**src/shared/hep_defines.svh**
```systemverilog
// Constants of the hub endpoint and port command unit.
`ifndef HEP_DEFINES_SVH
`define HEP_DEFINES_SVH

// ------------------------------------------------------------
// Timing
// ------------------------------------------------------------
`define HEP_CLK_MHZ 200
`define HEP_PRST_TIME_US 10000
`define HEP_PRST_CYCLES (`HEP_PRST_TIME_US * `HEP_CLK_MHZ)
`define HEP_TIMER_W 22

// ------------------------------------------------------------
// Link addresses, endpoints and command codes
// ------------------------------------------------------------
`define HEP_ADDR_CMD 7'h1b
`define HEP_ADDR_DATA 7'h1a
`define HEP_EP_NUM 14
`define HEP_CMD_SEL_LO 8'h00
`define HEP_CMD_SEL_HI 8'h0d
`define HEP_CMD_STALL_LO 8'h40
`define HEP_CMD_STALL_HI 8'h4d
`define HEP_CMD_CLR_P0 8'he0
`define HEP_CMD_CLR_P1 8'he1
`define HEP_CMD_SET_P0 8'he8
`define HEP_CMD_SET_P1 8'he9
`define HEP_CMD_ACK_SETUP 8'hf1
`define HEP_CMD_CLR_BUF 8'hf2
`define HEP_CMD_LOCAL_CHG 8'hf7
`define HEP_CMD_VALIDATE 8'hfa

// ------------------------------------------------------------
// Feature selectors and status bit positions
// ------------------------------------------------------------
`define HEP_FT_ENABLE 3'h0
`define HEP_FT_SUSPEND 3'h1
`define HEP_FT_RESTART 3'h2
`define HEP_FT_POWER 3'h3
`define HEP_FT_C_CONN 3'h4
`define HEP_FT_C_ENABLE 3'h5
`define HEP_FT_C_SUSPEND 3'h6
`define HEP_FT_C_OVERCUR 3'h7
`define HEP_ST_CONN 0
`define HEP_ST_ENABLE 1
`define HEP_ST_SUSPEND 2
`define HEP_ST_OVERCUR 3
`define HEP_ST_RESET 4
`define HEP_ST_POWER 5
`define HEP_ST_LOWSPEED 6

`endif

```
**src/shared/hep_pkg.sv**
```systemverilog
// Types of the hub endpoint and port command unit.
`include "hep_defines.svh"
package hep_pkg;
    typedef enum logic [2:0] {
        hep_idle = 3'h0,
        hep_addr = 3'h1,
        hep_aack = 3'h2,
        hep_rx = 3'h3,
        hep_dack = 3'h4,
        hep_tx = 3'h5,
        hep_mack = 3'h6
    } hep_link_state_t;

    typedef struct packed {
        logic scl1, scl2, scl3, sda1, sda2, sda3;
        hep_link_state_t state;
        logic [3:0] cnt;
        logic [7:0] sh;
        logic rw, sel_cmd, sda_oe, rx_valid, rx_cmd, rd_req;
        logic [7:0] rx_byte;
    } hep_link_t;

    typedef struct packed {
        logic [1:0] con1, con2, ls1, ls2, oc1, oc2;
        logic mode1, mode2, sda_o;
        logic [7:0] cmd, tx_byte;
        logic wr_done;
        logic [1:0] rd_idx;
        logic [3:0] sel;
        logic [`HEP_EP_NUM-1:0] full, stall, tog, blk;
        logic [1:0] conn, ls, oc_st, en, susp, rst, c_conn, c_en, c_susp, c_rst;
        logic c_oc, power, oc_det;
        logic [1:0] local_chg;
        logic [3:0] hub_chg;
        logic [1:0][`HEP_TIMER_W-1:0] rtim;
    } hep_core_t;
endpackage : hep_pkg

```
**src/shared/hep_if.sv**
```systemverilog
// Byte carrier between the serial link slave and the command core.
`timescale 1ns/10ps
`default_nettype none
interface hep_if;
    logic rx_valid;
    logic rx_cmd;
    logic [7:0] rx_byte;
    logic rd_req;
    logic [7:0] tx_byte;
    modport link (output rx_valid, output rx_cmd, output rx_byte, output rd_req,
        input tx_byte);
    modport core (input rx_valid, input rx_cmd, input rx_byte, input rd_req,
        output tx_byte);
endinterface : hep_if
`default_nettype wire

```
**src/verilog/hep_link.sv**
```systemverilog
// Two-wire serial slave that turns link traffic into command and data bytes.
`timescale 1ns/10ps
`default_nettype none
`include "hep_defines.svh"
module hep_link (
    input wire logic i_clk,
    input wire logic i_reset,
    input wire logic i_scl,
    input wire logic i_sda,
    output logic o_sda_oe,
    hep_if.link bus
);
    import hep_pkg::*;

    hep_link_t s;
    hep_link_t n;
    logic rise;
    logic fall;
    logic start;
    logic stop;
    logic hit;

    // ------------------------------------------------------------
    // Edge and frame condition detection on synchronised pins
    // ------------------------------------------------------------
    assign rise = s.scl2 & ~s.scl3;
    assign fall = ~s.scl2 & s.scl3;
    assign start = s.scl2 & s.scl3 & s.sda3 & ~s.sda2;
    assign stop = s.scl2 & s.scl3 & ~s.sda3 & s.sda2;
    assign hit = (s.sh[7:1] == `HEP_ADDR_CMD) || (s.sh[7:1] == `HEP_ADDR_DATA);

    // Next state of the byte engine; start and stop override any state.
    always_comb begin
        n = s;
        n.rx_valid = 1'b0;
        n.rd_req = 1'b0;
        n.scl1 = i_scl;
        n.scl2 = s.scl1;
        n.scl3 = s.scl2;
        n.sda1 = i_sda;
        n.sda2 = s.sda1;
        n.sda3 = s.sda2;
        if (start) begin
            n.state = hep_addr;
            n.cnt = 4'h0;
            n.sda_oe = 1'b1;
        end else if (stop) begin
            n.state = hep_idle;
            n.sda_oe = 1'b1;
        end else begin
            case (s.state)
                hep_addr, hep_rx: begin
                    if (rise) begin
                        n.sh = {s.sh[6:0], s.sda2};
                        n.cnt = s.cnt + 4'h1;
                    end else if (fall && s.cnt == 4'h8) begin
                        if (s.state == hep_rx) begin
                            n.rx_valid = 1'b1;
                            n.rx_cmd = s.sel_cmd;
                            n.rx_byte = s.sh;
                            n.sda_oe = 1'b0;
                            n.state = hep_dack;
                        end else if (hit) begin
                            n.rw = s.sh[0];
                            n.sel_cmd = (s.sh[7:1] == `HEP_ADDR_CMD);
                            n.rd_req = s.sh[0];
                            n.sda_oe = 1'b0;
                            n.state = hep_aack;
                        end else begin
                            n.state = hep_idle;
                        end
                    end
                end
                hep_aack: begin
                    if (fall) begin
                        n.cnt = 4'h0;
                        if (s.rw) begin
                            n.sh = bus.tx_byte;
                            n.sda_oe = bus.tx_byte[7];
                            n.state = hep_tx;
                        end else begin
                            n.sda_oe = 1'b1;
                            n.state = hep_rx;
                        end
                    end
                end
                hep_dack: begin
                    if (fall) begin
                        n.sda_oe = 1'b1;
                        n.cnt = 4'h0;
                        n.state = hep_rx;
                    end
                end
                hep_tx: begin
                    if (fall && s.cnt == 4'h7) begin
                        n.sda_oe = 1'b1;
                        n.state = hep_mack;
                    end else if (fall) begin
                        n.sh = {s.sh[6:0], 1'b0};
                        n.cnt = s.cnt + 4'h1;
                        n.sda_oe = s.sh[6];
                    end
                end
                hep_mack: begin
                    if (rise && !s.sda2) begin
                        n.rd_req = 1'b1;
                        n.state = hep_aack;
                    end else if (rise) begin
                        n.state = hep_idle;
                    end
                end
                default: n.state = hep_idle;
            endcase
        end
    end

    // State register; the data line is released during reset.
    // The pin copies rest at the idle high level, so no false edge follows reset.
    always_ff @(posedge i_clk) begin
        if (i_reset) begin
            s <= '0;
            s.sda_oe <= 1'b1;
            s.scl1 <= 1'b1;
            s.scl2 <= 1'b1;
            s.scl3 <= 1'b1;
            s.sda1 <= 1'b1;
            s.sda2 <= 1'b1;
            s.sda3 <= 1'b1;
        end else begin
            s <= n;
        end
    end

    // Outputs toward the pin and the core.
    assign o_sda_oe = s.sda_oe;
    assign bus.rx_valid = s.rx_valid;
    assign bus.rx_cmd = s.rx_cmd;
    assign bus.rx_byte = s.rx_byte;
    assign bus.rd_req = s.rd_req;

    // A matched address is acknowledged by pulling the line low.
    a_addr_ack: assert property (@(posedge i_clk) disable iff (i_reset)
        (s.state == hep_addr && fall && s.cnt == 4'h8 && hit && !start && !stop)
        |=> !s.sda_oe && s.state == hep_aack)
        else $error("matched address not acknowledged");
    // Each received data byte appears once, with the shifted value.
    a_rx_byte: assert property (@(posedge i_clk) disable iff (i_reset)
        (s.state == hep_rx && fall && s.cnt == 4'h8 && !start && !stop)
        |=> s.rx_valid && s.rx_byte == $past(s.sh) ##1 !s.rx_valid)
        else $error("received byte not delivered once");
endmodule : hep_link
`default_nettype wire

```
**src/verilog/hep_top.sv**
```systemverilog
// Command core of the hub endpoint and port command unit.
//
// Function
// - Received packet sets full; full buffer NAKs.
// - Clear buffer command frees selected buffer.
// - Validate command marks selected IN buffer full.
// - Stall command; zero reinitialises the endpoint.
// - SETUP token unstalls a control endpoint.
// - Unstall flushes buffer, toggle back to DATA0.
// - SETUP flushes IN, blocks clear and validate.
// - Acknowledge setup command lifts the selected buffer's block.
// - Port feature clear/set codes take one byte.
// - Feature selector decode, change clears four-seven.
// - Mode zero: power, overcurrent change hub wide.
// - Mode one: overcurrent per port, one switch.
// - Set power twice; clear drops power, detection.
// - Status read returns status then change byte.
// - Status byte reports the seven port conditions.
// - Reset bit high during downstream reset, 10 ms.
// - Low speed needs connect; change bits on change.
// - Local change byte merged into hub report.
`timescale 1ns/10ps
`default_nettype none
`include "hep_defines.svh"
module hep_top #(
    parameter int unsigned P_RESET_CYCLES = `HEP_PRST_CYCLES
) (
    input wire logic i_clk,
    input wire logic i_reset,
    input wire logic i_scl,
    input wire logic i_sda,
    output logic o_sda,
    output logic o_sda_oe,
    input wire logic i_mode,
    input wire logic [1:0] i_port_connect,
    input wire logic [1:0] i_port_low_speed,
    input wire logic [1:0] i_overcurrent,
    input wire logic i_pkt_done,
    input wire logic [3:0] i_pkt_ep,
    input wire logic i_setup,
    input wire logic [3:0] i_setup_ep,
    output logic [`HEP_EP_NUM-1:0] o_ep_full,
    output logic [`HEP_EP_NUM-1:0] o_ep_stall,
    output logic [`HEP_EP_NUM-1:0] o_ep_toggle,
    output logic [1:0] o_port_enable,
    output logic [1:0] o_port_suspend,
    output logic [1:0] o_port_reset,
    output logic o_power,
    output logic o_oc_detect,
    output logic [3:0] o_hub_change
);
    import hep_pkg::*;

    // ------------------------------------------------------------
    // Helpers
    // ------------------------------------------------------------
    // True when a code lies inside an inclusive range.
    function automatic logic hep_in(input logic [7:0] b, input logic [7:0] lo,
        input logic [7:0] hi);
        hep_in = (b >= lo) && (b <= hi);
    endfunction : hep_in

    // Builds the condition byte of one downstream port.
    function automatic logic [7:0] hep_status(input hep_core_t c, input logic p);
        hep_status = 8'h00;
        hep_status[`HEP_ST_CONN] = c.conn[p];
        hep_status[`HEP_ST_ENABLE] = c.en[p];
        hep_status[`HEP_ST_SUSPEND] = c.susp[p];
        hep_status[`HEP_ST_OVERCUR] = c.oc_st[p];
        hep_status[`HEP_ST_RESET] = c.rst[p];
        hep_status[`HEP_ST_POWER] = c.power;
        hep_status[`HEP_ST_LOWSPEED] = c.ls[p] & c.conn[p];
    endfunction : hep_status

    // Builds the change byte of one downstream port.
    function automatic logic [7:0] hep_change(input hep_core_t c, input logic p);
        hep_change = 8'h00;
        hep_change[`HEP_ST_CONN] = c.c_conn[p];
        hep_change[`HEP_ST_ENABLE] = c.c_en[p];
        hep_change[`HEP_ST_SUSPEND] = c.c_susp[p];
        hep_change[`HEP_ST_OVERCUR] = c.c_oc;
        hep_change[`HEP_ST_RESET] = c.c_rst[p];
    endfunction : hep_change

    // ------------------------------------------------------------
    // Link slave
    // ------------------------------------------------------------
    hep_if bus();
    hep_core_t s;
    hep_core_t n;
    logic [1:0] oc_in;
    logic [3:0] ev_out;
    logic [3:0] ev_in;
    logic p;
    logic [2:0] ft;

    hep_link u_link (
        .i_clk(i_clk),
        .i_reset(i_reset),
        .i_scl(i_scl),
        .i_sda(i_sda),
        .o_sda_oe(o_sda_oe),
        .bus(bus)
    );

    // Overcurrent source and SETUP endpoint pair.
    assign oc_in = s.mode2 ? s.oc2 : {2{s.oc2[0]}};
    assign ev_out = {i_setup_ep[3:1], 1'b0};
    assign ev_in = {i_setup_ep[3:1], 1'b1};
    assign p = s.cmd[0];
    assign ft = bus.rx_byte[2:0];

    // ------------------------------------------------------------
    // Command decode and endpoint and port state
    // ------------------------------------------------------------
    // Commands are applied first so that hardware events set later win.
    always_comb begin
        n = s;
        n.sda_o = 1'b0;
        n.con1 = i_port_connect;
        n.con2 = s.con1;
        n.ls1 = i_port_low_speed;
        n.ls2 = s.ls1;
        n.oc1 = i_overcurrent;
        n.oc2 = s.oc1;
        n.mode1 = i_mode;
        n.mode2 = s.mode1;
        if (bus.rx_valid && bus.rx_cmd) begin
            n.cmd = bus.rx_byte;
            n.wr_done = 1'b0;
            n.rd_idx = 2'h0;
            if (hep_in(bus.rx_byte, `HEP_CMD_SEL_LO, `HEP_CMD_SEL_HI)) begin
                n.sel = bus.rx_byte[3:0];
            end else if (bus.rx_byte == `HEP_CMD_CLR_BUF && !s.blk[s.sel]) begin
                n.full[s.sel] = 1'b0;
            end else if (bus.rx_byte == `HEP_CMD_VALIDATE && !s.blk[s.sel] && s.sel[0]) begin
                n.full[s.sel] = 1'b1;
            end else if (bus.rx_byte == `HEP_CMD_ACK_SETUP) begin
                n.blk[s.sel] = 1'b0;
            end
        end else if (bus.rx_valid && !s.wr_done) begin
            n.wr_done = 1'b1;
            if (hep_in(s.cmd, `HEP_CMD_STALL_LO, `HEP_CMD_STALL_HI)) begin
                n.stall[s.cmd[3:0]] = bus.rx_byte[0];
                if (!bus.rx_byte[0]) begin
                    n.full[s.cmd[3:0]] = 1'b0;
                    n.tog[s.cmd[3:0]] = 1'b0;
                end
            end else if (s.cmd == `HEP_CMD_LOCAL_CHG) begin
                n.local_chg = bus.rx_byte[1:0];
            end else if ((s.cmd == `HEP_CMD_CLR_P0 || s.cmd == `HEP_CMD_CLR_P1 ||
                s.cmd == `HEP_CMD_SET_P0 || s.cmd == `HEP_CMD_SET_P1) &&
                bus.rx_byte[7:3] == 5'h00) begin
                case (ft)
                    `HEP_FT_ENABLE: n.en[p] = s.cmd[3];
                    `HEP_FT_SUSPEND: begin
                        if (s.cmd[3]) begin
                            n.susp[p] = 1'b1;
                        end else if (s.susp[p]) begin
                            n.susp[p] = 1'b0;
                            n.c_susp[p] = 1'b1;
                        end
                    end
                    `HEP_FT_RESTART: begin
                        if (s.cmd[3]) begin
                            n.rst[p] = 1'b1;
                            n.rtim[p] = `HEP_TIMER_W'(P_RESET_CYCLES);
                        end else begin
                            n.c_rst[p] = 1'b0;
                        end
                    end
                    `HEP_FT_POWER: begin
                        // The switch is ganged, so the port number plays no part.
                        if (s.cmd[3] && !s.power) begin
                            n.power = 1'b1;
                        end else if (s.cmd[3]) begin
                            n.oc_det = 1'b1;
                        end else begin
                            n.power = 1'b0;
                            n.oc_det = 1'b0;
                        end
                    end
                    `HEP_FT_C_CONN: if (!s.cmd[3]) n.c_conn[p] = 1'b0;
                    `HEP_FT_C_ENABLE: if (!s.cmd[3]) n.c_en[p] = 1'b0;
                    `HEP_FT_C_SUSPEND: if (!s.cmd[3]) n.c_susp[p] = 1'b0;
                    default: if (!s.cmd[3]) n.c_oc = 1'b0;
                endcase
            end
        end
        // Status reads: condition byte, change byte, then zeros.
        if (bus.rd_req) begin
            n.tx_byte = 8'h00;
            if (s.cmd == `HEP_CMD_CLR_P0 || s.cmd == `HEP_CMD_CLR_P1) begin
                if (s.rd_idx == 2'h0) begin
                    n.tx_byte = hep_status(s, p);
                end else if (s.rd_idx == 2'h1) begin
                    n.tx_byte = hep_change(s, p);
                end
            end
            if (s.rd_idx != 2'h2) begin
                n.rd_idx = s.rd_idx + 2'h1;
            end
        end
        // Port condition tracking and downstream reset timing.
        for (int i = 0; i < 2; i++) begin
            n.conn[i] = s.con2[i];
            n.ls[i] = s.ls2[i];
            n.oc_st[i] = oc_in[i] & s.oc_det;
            if (s.con2[i] != s.conn[i]) begin
                n.c_conn[i] = 1'b1;
            end
            if (!s.con2[i] && s.conn[i] && s.en[i]) begin
                n.en[i] = 1'b0;
                n.c_en[i] = 1'b1;
            end
            if (s.rst[i] && s.rtim[i] <= `HEP_TIMER_W'(1)) begin
                n.rst[i] = 1'b0;
                n.en[i] = 1'b1;
                n.c_rst[i] = 1'b1;
            end else if (s.rst[i]) begin
                n.rtim[i] = s.rtim[i] - `HEP_TIMER_W'(1);
            end
        end
        // Overcurrent change is one hub-wide flag in either mode.
        if ((oc_in & {2{s.oc_det}}) != s.oc_st) begin
            n.c_oc = 1'b1;
        end
        // A completed packet fills its buffer and flips its toggle.
        if (i_pkt_done && i_pkt_ep < 4'(`HEP_EP_NUM)) begin
            n.full[i_pkt_ep] = 1'b1;
            n.tog[i_pkt_ep] = ~s.tog[i_pkt_ep];
        end
        // A SETUP token reinitialises the pair and blocks buffer commands.
        if (i_setup && i_setup_ep < 4'(`HEP_EP_NUM)) begin
            n.stall[ev_out] = 1'b0;
            n.stall[ev_in] = 1'b0;
            n.tog[ev_out] = 1'b0;
            n.tog[ev_in] = 1'b0;
            n.full[ev_in] = 1'b0;
            n.full[ev_out] = 1'b1;
            n.blk[ev_out] = 1'b1;
            n.blk[ev_in] = 1'b1;
        end
        n.hub_chg = {|hep_change(s, 1'b1), |hep_change(s, 1'b0),
            s.local_chg[1], s.local_chg[0] | s.c_oc};
    end

    // State register.
    always_ff @(posedge i_clk) begin
        if (i_reset) begin
            s <= '0;
        end else begin
            s <= n;
        end
    end

    // ------------------------------------------------------------
    // Outputs
    // ------------------------------------------------------------
    assign bus.tx_byte = s.tx_byte;
    assign o_sda = s.sda_o;
    assign o_ep_full = s.full;
    assign o_ep_stall = s.stall;
    assign o_ep_toggle = s.tog;
    assign o_port_enable = s.en;
    assign o_port_suspend = s.susp;
    assign o_port_reset = s.rst;
    assign o_power = s.power;
    assign o_oc_detect = s.oc_det;
    assign o_hub_change = s.hub_chg;

    // ------------------------------------------------------------
    // Checks
    // ------------------------------------------------------------
    logic a_ep_wr;
    logic a_cmd;
    assign a_cmd = bus.rx_valid && bus.rx_cmd && !i_setup && !i_pkt_done;
    assign a_ep_wr = bus.rx_valid && !bus.rx_cmd && !s.wr_done && !i_setup &&
        !i_pkt_done && hep_in(s.cmd, `HEP_CMD_STALL_LO, `HEP_CMD_STALL_HI);

    a_full_on_packet: assert property (@(posedge i_clk) disable iff (i_reset)
        (i_pkt_done && i_pkt_ep < 4'(`HEP_EP_NUM)) |=> o_ep_full[$past(i_pkt_ep)])
        else $error("packet did not fill its buffer");
    a_clear_buffer: assert property (@(posedge i_clk) disable iff (i_reset)
        (a_cmd && bus.rx_byte == `HEP_CMD_CLR_BUF && !s.blk[s.sel])
        |=> !s.full[$past(s.sel)])
        else $error("clear buffer left buffer full");
    a_validate_in: assert property (@(posedge i_clk) disable iff (i_reset)
        (a_cmd && bus.rx_byte == `HEP_CMD_VALIDATE && s.sel[0])
        |=> s.full[$past(s.sel)] == !$past(s.blk[s.sel]) || $past(s.full[s.sel]))
        else $error("validate did not follow the block state");
    a_stall_zero: assert property (@(posedge i_clk) disable iff (i_reset)
        (a_ep_wr && !bus.rx_byte[0]) |=> !s.stall[$past(s.cmd[3:0])] &&
        !s.full[$past(s.cmd[3:0])] && !s.tog[$past(s.cmd[3:0])])
        else $error("zero stall write did not reinitialise");
    a_setup_unstall: assert property (@(posedge i_clk) disable iff (i_reset)
        (i_setup && i_setup_ep < 4'(`HEP_EP_NUM) && !i_pkt_done)
        |=> !s.stall[$past(ev_out)] && !s.stall[$past(ev_in)] && !s.tog[$past(ev_in)])
        else $error("setup did not unstall the pair");
    a_setup_block: assert property (@(posedge i_clk) disable iff (i_reset)
        (i_setup && i_setup_ep < 4'(`HEP_EP_NUM) && !i_pkt_done)
        |=> s.blk[$past(ev_in)] && s.blk[$past(ev_out)] && !s.full[$past(ev_in)])
        else $error("setup did not flush and block");
    a_reset_done: assert property (@(posedge i_clk) disable iff (i_reset)
        $fell(s.rst[0]) |-> s.c_rst[0] && s.en[0])
        else $error("port reset ended without change flag");
    a_status_read: assert property (@(posedge i_clk) disable iff (i_reset)
        (bus.rd_req && s.cmd == `HEP_CMD_CLR_P0 && s.rd_idx == 2'h0)
        |=> s.tx_byte == hep_status($past(s), 1'b0) ##0 s.rd_idx == 2'h1)
        else $error("first status read wrong");
endmodule : hep_top
`default_nettype wire
```
**config.mk**
```make
export PLATFORM = sky130hd
export DESIGN_NAME = hep_top
export DESIGN_NICKNAME = d
export VERILOG_FILES = /design/src/shared/hep_pkg.sv /design/src/shared/hep_if.sv /design/src/verilog/hep_link.sv /design/src/verilog/hep_top.sv
export VERILOG_INCLUDE_DIRS = /design/src /design/src/shared
export SDC_FILE = /design/constraint.sdc
export NUM_CORES = 1
export LEC_CHECK = 0
export ABC_AREA = 1
export BUFFER_PORTS_ARGS = -buffer_cell sky130_fd_sc_hd__buf_2
export CORE_ASPECT_RATIO = 1.1
export CORE_MARGIN = 5
export CORE_UTILIZATION = 53
export CTS_BUF_LIST = sky130_fd_sc_hd__clkbuf_8
export DETAILED_ROUTE_END_ITERATION = 7
export GPL_ROUTABILITY_DRIVEN = 0
export PLACE_DENSITY_LB_ADDON = 0.12
export SYNTH_ARGS = -nofsm -noshare
export SYNTH_HDL_FRONTEND = slang
export SYNTH_SLANG_ARGS = --single-unit
export TNS_END_PERCENT = 50
```
**constraint.sdc**
```tcl
create_clock -name i_clk -period 3.9 [get_ports i_clk]
set_input_delay 0.195 -clock i_clk [delete_from_list [all_inputs] [get_ports i_clk]]
set_output_delay 0.195 -clock i_clk [all_outputs]
set_load 0.01 [all_outputs]
```
# Word level (Yosys, flattened, before mapping)
# Index checks and enable logic that the tools add are counted.
# W data, S select, Z words.
[word_totals]
elab_cells = 480
output_inout_bits = 56
register_bits = 202
[classes]
bitwise_logic = 57
eq_ne = 86
magnitude_cmp = 20
reduce_logical = 102
n_mux = 154
add_sub_neg = 4
[ops]
columns = ["cell", "count"]
rows = [
  ["$mux W44", 7],
  ["$mux W14", 16],
  ["$and A14 B14 Y14", 9],
  ["$mux W22", 5],
  ["$reduce_and A7 Y1", 14],
  ["$mux W42", 2],
  ["$eq A8 B8 Y1 const B", 8],
  ["$ne A2 B1 Y1 const B", 30],
  ["$mux W19", 3],
  ["$mux W56", 1],
  ["$or A14 B14 Y14", 4],
  ["$mux W1", 54],
  ["$mux W2", 24],
  ["$le A22 B1 Y1 const B", 2],
  ["$reduce_bool A2 Y1", 22],
  ["$sub A22 B1 Y22 const B", 2],
  ["$not A14 Y14", 3],
  ["$mux W12", 3],
  ["$mux W17", 2],
  ["$and A30 B30 Y30", 1],
  ["$not A30 Y30", 1],
  ["$reduce_and A6 Y1", 5],
  ["$bwmux W14", 2],
  ["$mux W28", 1],
  ["70 further kinds", 202],
]

# Depth between registers and ports, before layout
# Gate-level depths: netlist of run 1.
[logic_depth]
word_depth = 16
mapped_depth = 15
ltp_nobuf = 13

# Modules after synthesis
# From an unflattened synthesis of run 1, not the netlist that was laid out.
[hier_totals]
hier_cells = 1623
area_unflattened_um2 = 10674.0
[modules_own_cells]
columns = ["module", "n_inst", "area_each_um2", "cells_per_inst", "seq_area_each_um2"]
rows = [
  ["hep_top", 1, 8839.7, 1345, 3303.2],
  ["hep_link", 1, 1834.3, 278, 700.7],
]

# Least setup slack after synthesis of run 1
# Ideal clock, no wire load.
[synth_path]
path_kind = "reg2reg"
start = "register s[0] (netlist bit)"
end = "register s[9] (netlist bit)"
setup_time_ns = 0.070
stages_incl_launch_ff = 11
path_slack_ns = 2.283
period_less_slack_ns = 1.617
t_arrival_ns = 1.546
path_cell_list = "dfxtp_1 inv_1 ha_1 o211ai_1 nor2_1 nand2_1 nand2_2 inv_2 nand2_1 or2_0 a21oi_1"
[synth_between]
elab_chain_cells = 3
elab_cells_between_ends = 5
classes_between = "1 x add/sub; 1 x order compare; 2 x mux; 1 x reduce/logical"
[synth_rtl]
columns = ["item", "line", "text"]
rows = [
  ["start, declared", "hep_top.sv:89", "hep_core_t s;"],
  ["start signal, assigned", "hep_top.sv:253", "s <= n;"],
  ["$sub A22 B1 Y22 / $le A22 B1 Y1 (equally long branches)", "hep_top.sv:221, hep_top.sv:216", ""],
  ["$mux W22 / $logic_and A1 B1 Y1 (equally long branches)", "hep_top.sv:220, hep_top.sv:216", ""],
  ["$mux W22 (*)", "hep_top.sv:216", "if (s.rst[i] && s.rtim[i] <= `HEP_TIMER_W'(1)) begin"],
]
# Every way passes the cells marked *; elsewhere a longest branch is shown, timed or not.
# A chain may end at the register's enable or synchronous reset.

# Final worst setup path of run 1
[layout_path]
start = "register u_link.s (netlist bit u_link.bus.rx_cmd)"
end = "register s[77] (netlist bit)"
[layout_between]
elab_chain_cells = 5
[layout_rtl]
columns = ["item", "line", "text"]
rows = [
  ["start, declared", "hep_link.sv:15", "hep_link_t s;"],
  ["start signal, assigned", "hep_link.sv:130", "s <= n;"],
  ["$logic_and A1 B1 Y1 (*)", "n/a", ""],
  ["$mux W14 (*)", "hep_top.sv:128", "if (bus.rx_valid && bus.rx_cmd) begin"],
  ["$or A14 B13 Y14 (no line)", "n/a", ""],
  ["$or A14 B14 Y14 (no line)", "n/a", ""],
  ["$mux W56 (*)", "hep_top.sv:234", "if (i_setup && i_setup_ep < 4'(`HEP_EP_NUM)) begin"],
]
# Marks and branches as above.

==> reports/metrics.csv, run 1 <==
metric;value;unit
status;complete, no violations;
Mapped Avg Cell Area;6.83;um^2
worst r2r src;u_link.bus.rx_cmd;
Max Freq;0.403;GHz
global-route wire length before repair;43300;um
clock insertion delay at the later pin of the skew report;480;ps
RSZ-0062 raised after global routing;false;
cts bufs inserted;17;
# port buffers;74;
Yosys warnings;0;
max cap viols;0;
Worst-path clk slew;110;ps
worst clock skew;12.8;ps
hold_sp;i_setup_ep[3];
Slew Viols, Final;0;
WL/cell;14.6;um
ys async rst share;0;%
num rows;54;
Slew headroom;33.6;%
power per cell area;360;mW/mm^2
Final TNS setup;0;ps
buffers and inverters on the worst path;1;
core area;0.0197;mm^2
DR vias;9589;
P&R area growth vs syn;5.68;%
Syn Std Cell Area;0.0105;mm^2
total number of H-tree levels;4;
clock sinks;200;
WHS Path Cells;6;
footprint of the multi-input gates;0.00511;mm^2
Worst-Margin Slew;986;ps
syn_nets;1568;
sequential area share after synthesis;38.1;%
root buffer cell;clkbuf_8;
fin nets;1581;
vias in the first global route;8959;
drc violations;0;
mux cell area share after synthesis;0;%
share of cells above drive strength 1;11.2;%
largest net degree at the start of global routing;74;
largest vdd supply drop;0.000205;V
Final Hold Violating Endpoints;0;
Yosys cell types;54;
CP startpoint;u_link.bus.rx_cmd;
Post-Synth Adder-Cell Area;0.953;%
WHS Endpoint;s[76];
final critical-path share of the clock period;63.6;%
die height;158;um
Most used DFF post-synth;dfxtp_1;
Post-Synth Simple-Gate Area;29.7;%
TritonCTS clock tree;yes;
combinational family with the most area after synthesis;simple AND/OR/NAND/NOR gates;
DP HPWL;19600;um
R2R setup slack;1420;ps
largest buffer count on any clock path;2;
die area;0.0227;mm^2
Cells after DPL;1776;
Reg2Reg Depth;7;
Fill cells;1945;
Critical Path End Type;flop;
slowest cell on the critical path;inv_2;
cts hold-fix bufs;9;
Mapped Cells;1539;
Worst path most repeated cell;nand2_1;
initial core utilization;53.4;%
post-synthesis compound-gate area fraction;15.8;%
post-synthesis register bit count;200;
I/O pin total;77;
Max FO, Critical Path;34;
r2r endpoint;s[77];
initial antenna violation count;0;
Starting DRT DRC Count;492;
Worst EP required;4240;ps
# setup viols final;0;
critical path arrival;2820;ps
family with the most delay on the worst path;simple AND/OR/NAND/NOR gates;
Leak Pwr;4.90;nW
Min-Delay Path Class;input port to flop;
GRT Residual Overflow;0;
Antenna Nets Post-Route;0;
CP Launch Type;flop;
Die W;144;um
GR Util All Layers;23.6;%
Post-synth EDFFs;0;
post-CTS sizing;0;
post-route non-filler standard cell count;1817;
drt total wl;26500;um
slowest cell delay on critical path;510;ps
Post-Synth XOR/XNOR Area;2.08;%
Crit Path Category;flop to flop;
antenna cell count;0;
Final min period;2480;ps
postcts setup bufs;0;
cell breakdown of the critical path;nand2_2 > inv_2 > nand2_1 > nor3_2 > nand2_1 > o21ai_0 > a21oi_1;
TritonRoute pass-1 iters;5;
DR vias/cell;5.28;
register area;0.00400;mm^2
[metrics by stage]
| step | setup WS [ps] | hold slack [ps] | area [um^2] | util [%] | power (mW) |
|---|---|---|---|---|---|
| after CTS | 1430 | 140 | 11100 | 56.5 | 4.03 |
| after global routing | 1160 | 179 | 11100 | 56.5 | 4.20 |
| after global placement | 1460 | 381 | 10600 | 54.0 | 2.68 |
| after floorplan | 2280 | 299 | 10500 | - | 2.59 |
| final | 1420 | 169 | 11100 | 56.5 | 4.00 |
| after detailed placement | 1430 | 382 | 10600 | 54.0 | 2.69 |
[metal layers]
layer	GRT usage [%]	routed length [um]	vias to the layer above
met2	40.8	12700	216
met1	28.6	11500	4371
met4	10.6	1030	0
met3	4.20	1240	57
li1	-	-	4945
met5	0	0	-
[report_power, final]
part	total, mW	switching [mW]	internal [mW]
Clock	1.34	0.785	0.560
Sequential	2.17	0.0523	2.12
Combinational	0.483	0.322	0.161
Total	4.00	1.16	2.84
[Yosys cell counts (5+ instances only)]
master,number,area [um^2]
nor2_2,7,43.8
buf_4,58,435
o21bai_1,8,60.1
nor4_1,6,37.5
nand2_1,278,1040
xor2_1,15,131
a211oi_1,18,135
nand2_2,8,50.1
nor3_1,26,130
o21ai_0,100,500
nor2_1,258,968
a21oi_1,121,606
ha_1,8,100
nor2_4,7,78.8
nand4_1,25,156
buf_6,5,56.3
or2_2,6,37.5
inv_2,15,56.3
nand3_1,66,330
inv_1,187,702
xnor2_1,10,87.6
dfxtp_1,200,4000
buf_2,9,45.0
o211a_1,8,80.1
o21ai_1,10,50.1
clkbuf_1,21,78.8
a31oi_1,12,75.1
[kinds of logic (layout without fill, tap and decap cells)]
kind of cell	Yosys count	in the layout
other	1	1
AND/OR/NAND/NOR	708	708
adder cells (fa/ha/maj)	8	8
AO/OA/AOI/OAI	297	297
flip-flops	200	200
buffers and inverters	300	326
XOR/XNOR	25	25
[how the worst max path moves through the flow]
stage / endpoint / slack, ps / depth (start not counted)
after CTS: s[77] / 1430 / 7
after global routing: s[77] / 1160 / 7
after detailed placement: s[77] / 1430 / 7
final: s[77] / 1420 / 7
after floorplan: s[9] / 2280 / 10
after global placement: s[77] / 1460 / 7
[cell usage in the layout (no fill, tap or decap), types with 6 or more instances in the layout]
master,n
nand2_1,278
nor2_1,258
dfxtp_1,200
inv_1,187
a21oi_1,121
o21ai_0,100
buf_2,73
nand3_1,66
nor3_1,26
nand4_1,25
clkbuf_8,19
a211oi_1,18
inv_2,15
xor2_1,15
a31oi_1,12
o21ai_1,10
xnor2_1,10
dlygate4sd3_1,9
nand2_2,8
o211a_1,8
o21bai_1,8
ha_1,8
nor2_2,7
nor2_4,7
buf_4,7
nor4_1,6
or2_2,6
[tightest hold or removal path: stages]
cell and delay (ps):
buf_2 100, nor2_1 40, inv_1 60, nor2_1 80
inv_1 80, a21oi_1 60
[state kept, by name (all words and copies together), names as in the netlist, named ones only]
register / cells
u_link.bus.rx_cmd: 1
n: 12
o_ep_stall: 14
bus.tx_byte: 7
u_link.s: 19
u_link.n: 4
p: 1
o_ep_toggle: 14
o_power: 1
o_oc_detect: 1
s: 89
u_link.bus.rx_valid: 1
u_link.bus.rx_byte: 8
o_hub_change: 4
o_ep_full: 14
o_port_reset: 2
o_port_enable: 2
u_link.bus.rd_req: 1
u_link.o_sda_oe: 1
[final cells by class]
cell class	count	share of cell area [%]
clock inverters	13	1.22
well taps	252	2.84
inverters	205	6.95
repair buffers	89	4.58
flip-flops and latches	200	36.1
multi-input cells	1039	46.0
clock buffers	19	2.36
(Power assumes the default switching activity.)
==> run 2, diff against run 1 <==
--- a/config.mk
+++ b/config.mk
@@ -6,7 +6,7 @@
 export SDC_FILE = /design/constraint.sdc
 export NUM_CORES = 1
 export LEC_CHECK = 0
-export ABC_AREA = 1
+export ABC_AREA = 0
 export BUFFER_PORTS_ARGS = -buffer_cell sky130_fd_sc_hd__buf_2
 export CORE_ASPECT_RATIO = 1.1
 export CORE_MARGIN = 5
==> constraint.sdc (replaced) <==
create_clock -name i_clk -period 2.1 [get_ports i_clk]
set_input_delay 0.105 -clock i_clk [delete_from_list [all_inputs] [get_ports i_clk]]
set_output_delay 0.105 -clock i_clk [all_outputs]
set_load 0.01 [all_outputs]
==> run 2 against run 1 <==
The flow now finishes with violations (setup timing). Routed wire length rose by 6.2%. Critical endpoint is now o_port_enable[1]. Die area is 2.3% lower. Critical path type unchanged. Clock skew rose by 11 ps. Flip-flop and latch count is the same. Sequential share of layout area shrank 3.7 points. Final cell count shrank 11%. Clock power rose by 93%. First-iteration DRC count grew 36%. Utilization grew 8.3 points.
==> reports/metrics.csv, run 2 <==
metric;value;unit;change
die height;156;um;-1.2%
post-route cell area;0.0124;mm^2;+11%
core area;0.0191;mm^2;-2.9%
CP Launch Type;flop;;
drt total wl;28100;um;+6.2%
power per cell area;550;mW/mm^2;+53%
R2R setup slack;-110;ps;-1530 ps
Mapped Avg Cell Area;8.36;um^2;+23%
Worst-path clk slew;120;ps;about the same
Worst-Margin Slew;613;ps;-373 ps
clock sinks;200;;unchanged
largest register by flop count;s;;
Yosys warnings;0;;unchanged
GR Util All Layers;24.6;%;+1.0 points
# setup viols final;5;;+5
total number of H-tree levels;4;;unchanged
failing checks;setup timing;;
initial antenna violation count;0;;unchanged
most frequent cells in the layout;dfxtp_1, buf_4, nor2_1;;
DR vias;9698;;+1.1%
drc violations;0;;unchanged
Syn Std Cell Area;0.0102;mm^2;-2.5%
critical path arrival;2640;ps;-180 ps
Post-synth EDFFs;0;;unchanged
TritonCTS clock tree;yes;;
WL/cell;17.3;um;+19%
cts bufs inserted;17;;unchanged
Fill cells;1688;;-13%
Yosys cell types;80;;+48%
commonest non-fill, non-tap cell in the layout;dfxtp_1;;
number of flip-flops in the largest register;89;;unchanged
Design Power;6.80;mW;+70%
die area;0.0222;mm^2;-2.3%
Leak Pwr;4.86;nW;-0.98%
largest vdd supply drop;0.000418;V;+100%
Worst EP required;2530;ps;-1710 ps
Mapped Cells;1225;;-20%
Antenna Nets Post-Route;0;;unchanged
footprint of the multi-input gates;0.00583;mm^2;+14%
Area contributors post-synth;dfxtp_1, mux2i_1, a21oi_1;;
RSZ-0062 raised after global routing;true;;
Critical Path End Type;flop;;
Cell Area, Placed;0.0114;mm^2;+7.1%
largest registers;s: 89 flops, u_link.s: 19 flops;;
Yosys top cell by area;dfxtp_1;;
Crit Path Category;flop to flop;;
max cap viols;0;;unchanged
Final TNS setup;-337;ps;-337 ps
most instantiated cells after synthesis;dfxtp_1, nor2_1, nand2_1;;
Max Freq;0.453;GHz;+12%
Final Hold Violating Endpoints;0;;unchanged
largest net degree at the start of global routing;38;;-49%
share of cells above drive strength 1;26.2;%;+15 points
top cell type's share of synthesized area;39.1;%;+0.97 points
ys async rst share;0;%;unchanged
TritonRoute pass-1 iters;6;;+1
num rows;53;;-1.9%
Final min period;2210;ps;-271 ps
I/O pin total;77;;unchanged
worst hold margin;26.0;ps;-143 ps
P&R area growth vs syn;20.8;%;
most common cell in the netlist;dfxtp_1;;
GRT Residual Overflow;0;;unchanged
syn_nets;1254;;-20%
Starting DRT DRC Count;668;;+36%
register area;0.00401;mm^2;about the same
status;finished with violations;;
global-route wire length before repair;45200;um;+4.4%
antenna cell count;0;;unchanged
Slew Viols, Final;0;;unchanged
fin nets;1393;;-12%
initial core utilization;53.6;%;+0.21 points
Min-Delay Path Class;input port to flop;;
largest buffer count on any clock path;2;;unchanged
vias in the first global route;9112;;+1.7%
# port buffers;74;;unchanged
DP HPWL;20300;um;+3.5%
post-route setup slack;-110;ps;-1530 ps
worst clock skew;23.5;ps;+10.7 ps
sequential area share after synthesis;39.1;%;+0.97 points
clock insertion delay at the later pin of the skew report;500;ps;+20 ps
Max FO, Critical Path;5;;-85%
post-synthesis register bit count;200;;unchanged
Most used DFF post-synth;dfxtp_1;;
final critical-path share of the clock period;105;%;+42 points
DR vias/cell;5.97;;+13%
Die W;143;um;-1.2%
root buffer cell;clkbuf_8;;
Slew headroom;59.0;%;+25 points
==> run 2: changes by cell type after synthesis, sizes merged, moves of 24 or more <==
cell and delta:
or3 +29, nor2b +32, nand3 -24, nand2 -202, nor2 -177, a21oi -41
inv -155, clkbuf +30, mux2i +43, o21ai -45
==> run 2: worst paths after layout <==
| path | end | from | cells after the start |
|---|---|---|---|
| hold reg to reg | u_link.n[32] | u_link.n[33] | 1 |
| setup / recovery | o_port_enable[1] | u_link.bus.rx_byte[7] | 6 |
| setup reg to reg | o_port_enable[1] | u_link.bus.rx_byte[7] | 6 |
| hold / removal | o_ep_full[13] | i_pkt_ep[3] | 3 |
==> run 2: layer usage <==
layer / vias to the layer above / global-route usage [%] / share of wire, %
li1: 4691 / - / -
met1: 4647 / 32.4 / 45
met4: 0 / 9.87 / 3.0
met2: 302 / 40.5 / 48
met3: 58 / 3.92 / 4.7
met5: - / 0 / 0
==> run 2: worst max-delay path, cell delays in order (launching register included) <==
cell and delay, ps:
dfxtp_1 330, or4_4 560, or4_4 500, buf_6 180, o41ai_4 310, o311ai_2 150, a21oi_1 140
==> run 2: layout make-up <==
class | count | area share (%)
repair buffers | 233 | 13.2
multi-input cells | 863 | 47.1
well taps | 247 | 2.50
flip-flops and latches | 200 | 32.4
inverters | 49 | 1.49
clock inverters | 15 | 1.51
clock buffers | 17 | 1.89
==> run 2: metrics by stage <==
step	util (%)	setup WS, ps	instances
floorplan	-	-125	1225
finish	64.8	-110	1624
CTS	63.0	-87.2	1617
global route	64.8	-157	1624
global placement	59.5	-138	1570
detailed placement	59.5	-351	1570
==> run 2: report_power, final <==
part | internal, mW | switching, mW | total, mW
combinational | 0.141 | 0.194 | 0.334
sequential | 3.85 | 0.0345 | 3.88
clock | 0.938 | 1.65 | 2.59
total | 4.92 | 1.88 | 6.80
==> run 2: logic make-up after synthesis <==
logic type	synth area share [%]
adder cells (fa/ha/maj)	1.07
other	0.0366
buffers and inverters	7.90
flip-flops	39.1
AO/OA/AOI/OAI	18.5
XOR/XNOR	0.342
AND/OR/NAND/NOR	26.1
multiplexers	6.95
==> run 2: repair_timing <==
item	CTS	global route
hold buffers	12	0
hold endpoints to repair	20	0
pin swaps	3	11
buffers inserted	3	7
setup endpoints to repair	38	79
gates resized for setup	20	56
==> run 3, diff against run 2 <==
--- a/config.mk
+++ b/config.mk
@@ -15,6 +15,7 @@
 export DETAILED_ROUTE_END_ITERATION = 7
 export GPL_ROUTABILITY_DRIVEN = 0
 export PLACE_DENSITY_LB_ADDON = 0.12
+export SETUP_SLACK_MARGIN = 0.5
 export SYNTH_ARGS = -nofsm -noshare
 export SYNTH_HDL_FRONTEND = slang
 export SYNTH_SLANG_ARGS = --single-unit
==> run 3 against run 2 <==
The run still ends with setup timing left. Largest power group unchanged. Total power shrank 0.30%. Maximum frequency grew 1.8%. Die area is the same. Sequential power is essentially flat.
==> reports/metrics.csv, run 3 (synthesis results as in run 2) <==
metric;value;unit;change
power per cell area;510;mW/mm^2;-7.2%
global-route wire length before repair;46300;um;+2.4%
largest vdd supply drop;0.000396;V;-5.3%
num rows;53;;unchanged
P&R area growth vs syn;29.8;%;
worst clock skew;16.3;ps;-7.15 ps
largest register by flop count;s;;
failing checks;setup timing;;
total number of H-tree levels;4;;unchanged
drc violations;0;;unchanged
DP HPWL;20100;um;-1.1%
Starting DRT DRC Count;762;;+14%
die height;156;um;unchanged
core area;0.0191;mm^2;unchanged
global route hottest layer;met2;;
DR vias/cell;5.98;;+0.16%
Slew headroom;58.1;%;-0.84 points
final critical-path share of the clock period;103;%;-1.9 points
largest registers;s: 89 flops, u_link.s: 19 flops;;
cts bufs inserted;17;;unchanged
share of cells above drive strength 1;34.5;%;+8.2 points
fin nets;1401;;+0.57%
met2 usage;43.3;%;+2.7 points
TritonCTS clock tree;yes;;
GR Util All Layers;25.3;%;+0.71 points
die area;0.0222;mm^2;unchanged
initial core utilization;53.6;%;unchanged
worst hold margin;13.0;ps;-13.0 ps
number of flip-flops in the largest register;89;;unchanged
WL/cell;18.0;um;+4.3%
Final TNS setup;-504;ps;-167 ps
commonest non-fill, non-tap cell in the layout;dfxtp_1;;
RSZ-0062 raised after global routing;true;;
# setup viols final;12;;+7
Slew Viols, Final;0;;unchanged
clock insertion delay at the later pin of the skew report;490;ps;about the same
clock sinks;200;;unchanged
I/O pin total;77;;unchanged
initial antenna violation count;0;;unchanged
drt total wl;29400;um;+4.8%
root buffer cell;clkbuf_8;;
vias in the first global route;9204;;+1.0%
largest buffer count on any clock path;2;;unchanged
CP Launch Type;flop;;
# port buffers;74;;unchanged
largest net degree at the start of global routing;62;;+63%
met3 usage;3.80;%;-0.12 points
Max Freq;0.461;GHz;+1.8%
Antenna Nets Post-Route;0;;unchanged
most frequent cells in the layout;dfxtp_1, buf_4, nor2_1;;
Critical Path End Type;flop;;
max cap viols;0;;unchanged
Max FO, Critical Path;5;;unchanged
Leak Pwr;5.10;nW;+5.0%
critical path arrival;2510;ps;-130 ps
GR met1 Demand/Resource;33.0;%;+0.64 points
post-route setup slack;-70.1;ps;+39.6 ps
Worst EP required;2440;ps;-90 ps
antenna cell count;0;;unchanged
status;finished with violations;;
Min-Delay Path Class;input port to flop;;
GRT Residual Overflow;0;;unchanged
Worst-Margin Slew;628;ps;+14.8 ps
Worst-path clk slew;100;ps;-20 ps
DR vias;9755;;+0.59%
Die W;143;um;unchanged
Final min period;2170;ps;-39.6 ps
TritonRoute pass-1 iters;5;;-1
Final Hold Violating Endpoints;0;;unchanged
Crit Path Category;flop to flop;;
## run 3: cell count changes in the layout (fill, tap and decap cells not counted), sizes merged
cell,delta
buf,+9
clkinv,-5
clkinvlp,+4
bufinv,+2
inv,-2
dlygate4sd3,-1
## run 3: cell type report
cell class                      instances  area [um^2]
Clock buffer                           17          234
Clock inverter                         14          161
Fill cell                            1519         5810
Inverter                               49          189
Multi-Input combinational cell        863         6480
Sequential cell                       200         4050
Tap cell                              247          309
Timing Repair Buffer                  241         1870
## run 3: path summary, 6_finish.rpt
kind	start	endpoint	slack, ps	cells past startpoint
max	u_link.bus.rx_byte[5]	s[40]	-70	6
min	i_reset	s[43]	10	3
max reg2reg	u_link.bus.rx_byte[5]	s[40]	-70	6
min reg2reg	u_link.n[30]	u_link.n[29]	420	1
## run 3: per-layer routing
metal	up-vias	share of wire (%)
li1	4729	-
met1	4694	43
met2	275	50
met3	57	4.9
met4	0	2.4
met5	-	0
## run 3: worst max-delay path, cell delays in order (launching register included)
cell	delay (ps)
dfxtp_1	340
or4_4	520
buf_4	160
nor4_4	210
nand3_2	150
and2_4	210
a2111oi_0	440
## run 3: repair_timing
item                                    in CTS  in global routing
hold buffers                                11                  0
pin swaps                                   41                109
gates cloned                                 1                  1
hold endpoints to repair                    18                  0
gates resized for setup                    104                135
endpoints found under the setup margin     153                157
buffers inserted                            22                 16
## run 3: where the power goes
group          total, mW  internal (mW)  switching [mW]
Combinational      0.365          0.159           0.206
Clock               2.54           1.08            1.45
Sequential          3.88           3.84          0.0432
## run 3: through the flow
step | std cells | util [%] | setup WS [ps] | cell area, um^2 | total power, mW
floorplan | 1225 | - | -124 | 10500 | 4.18
global placement | 1549 | 59.7 | -53.4 | 11400 | 4.27
detailed placement | 1549 | 59.7 | -97.4 | 11400 | 4.28
CTS | 1614 | 66.1 | -70.5 | 12600 | 6.83
global route | 1631 | 69.6 | -179 | 13300 | 7.03
finish | 1631 | 69.6 | -70.1 | 13300 | 6.78
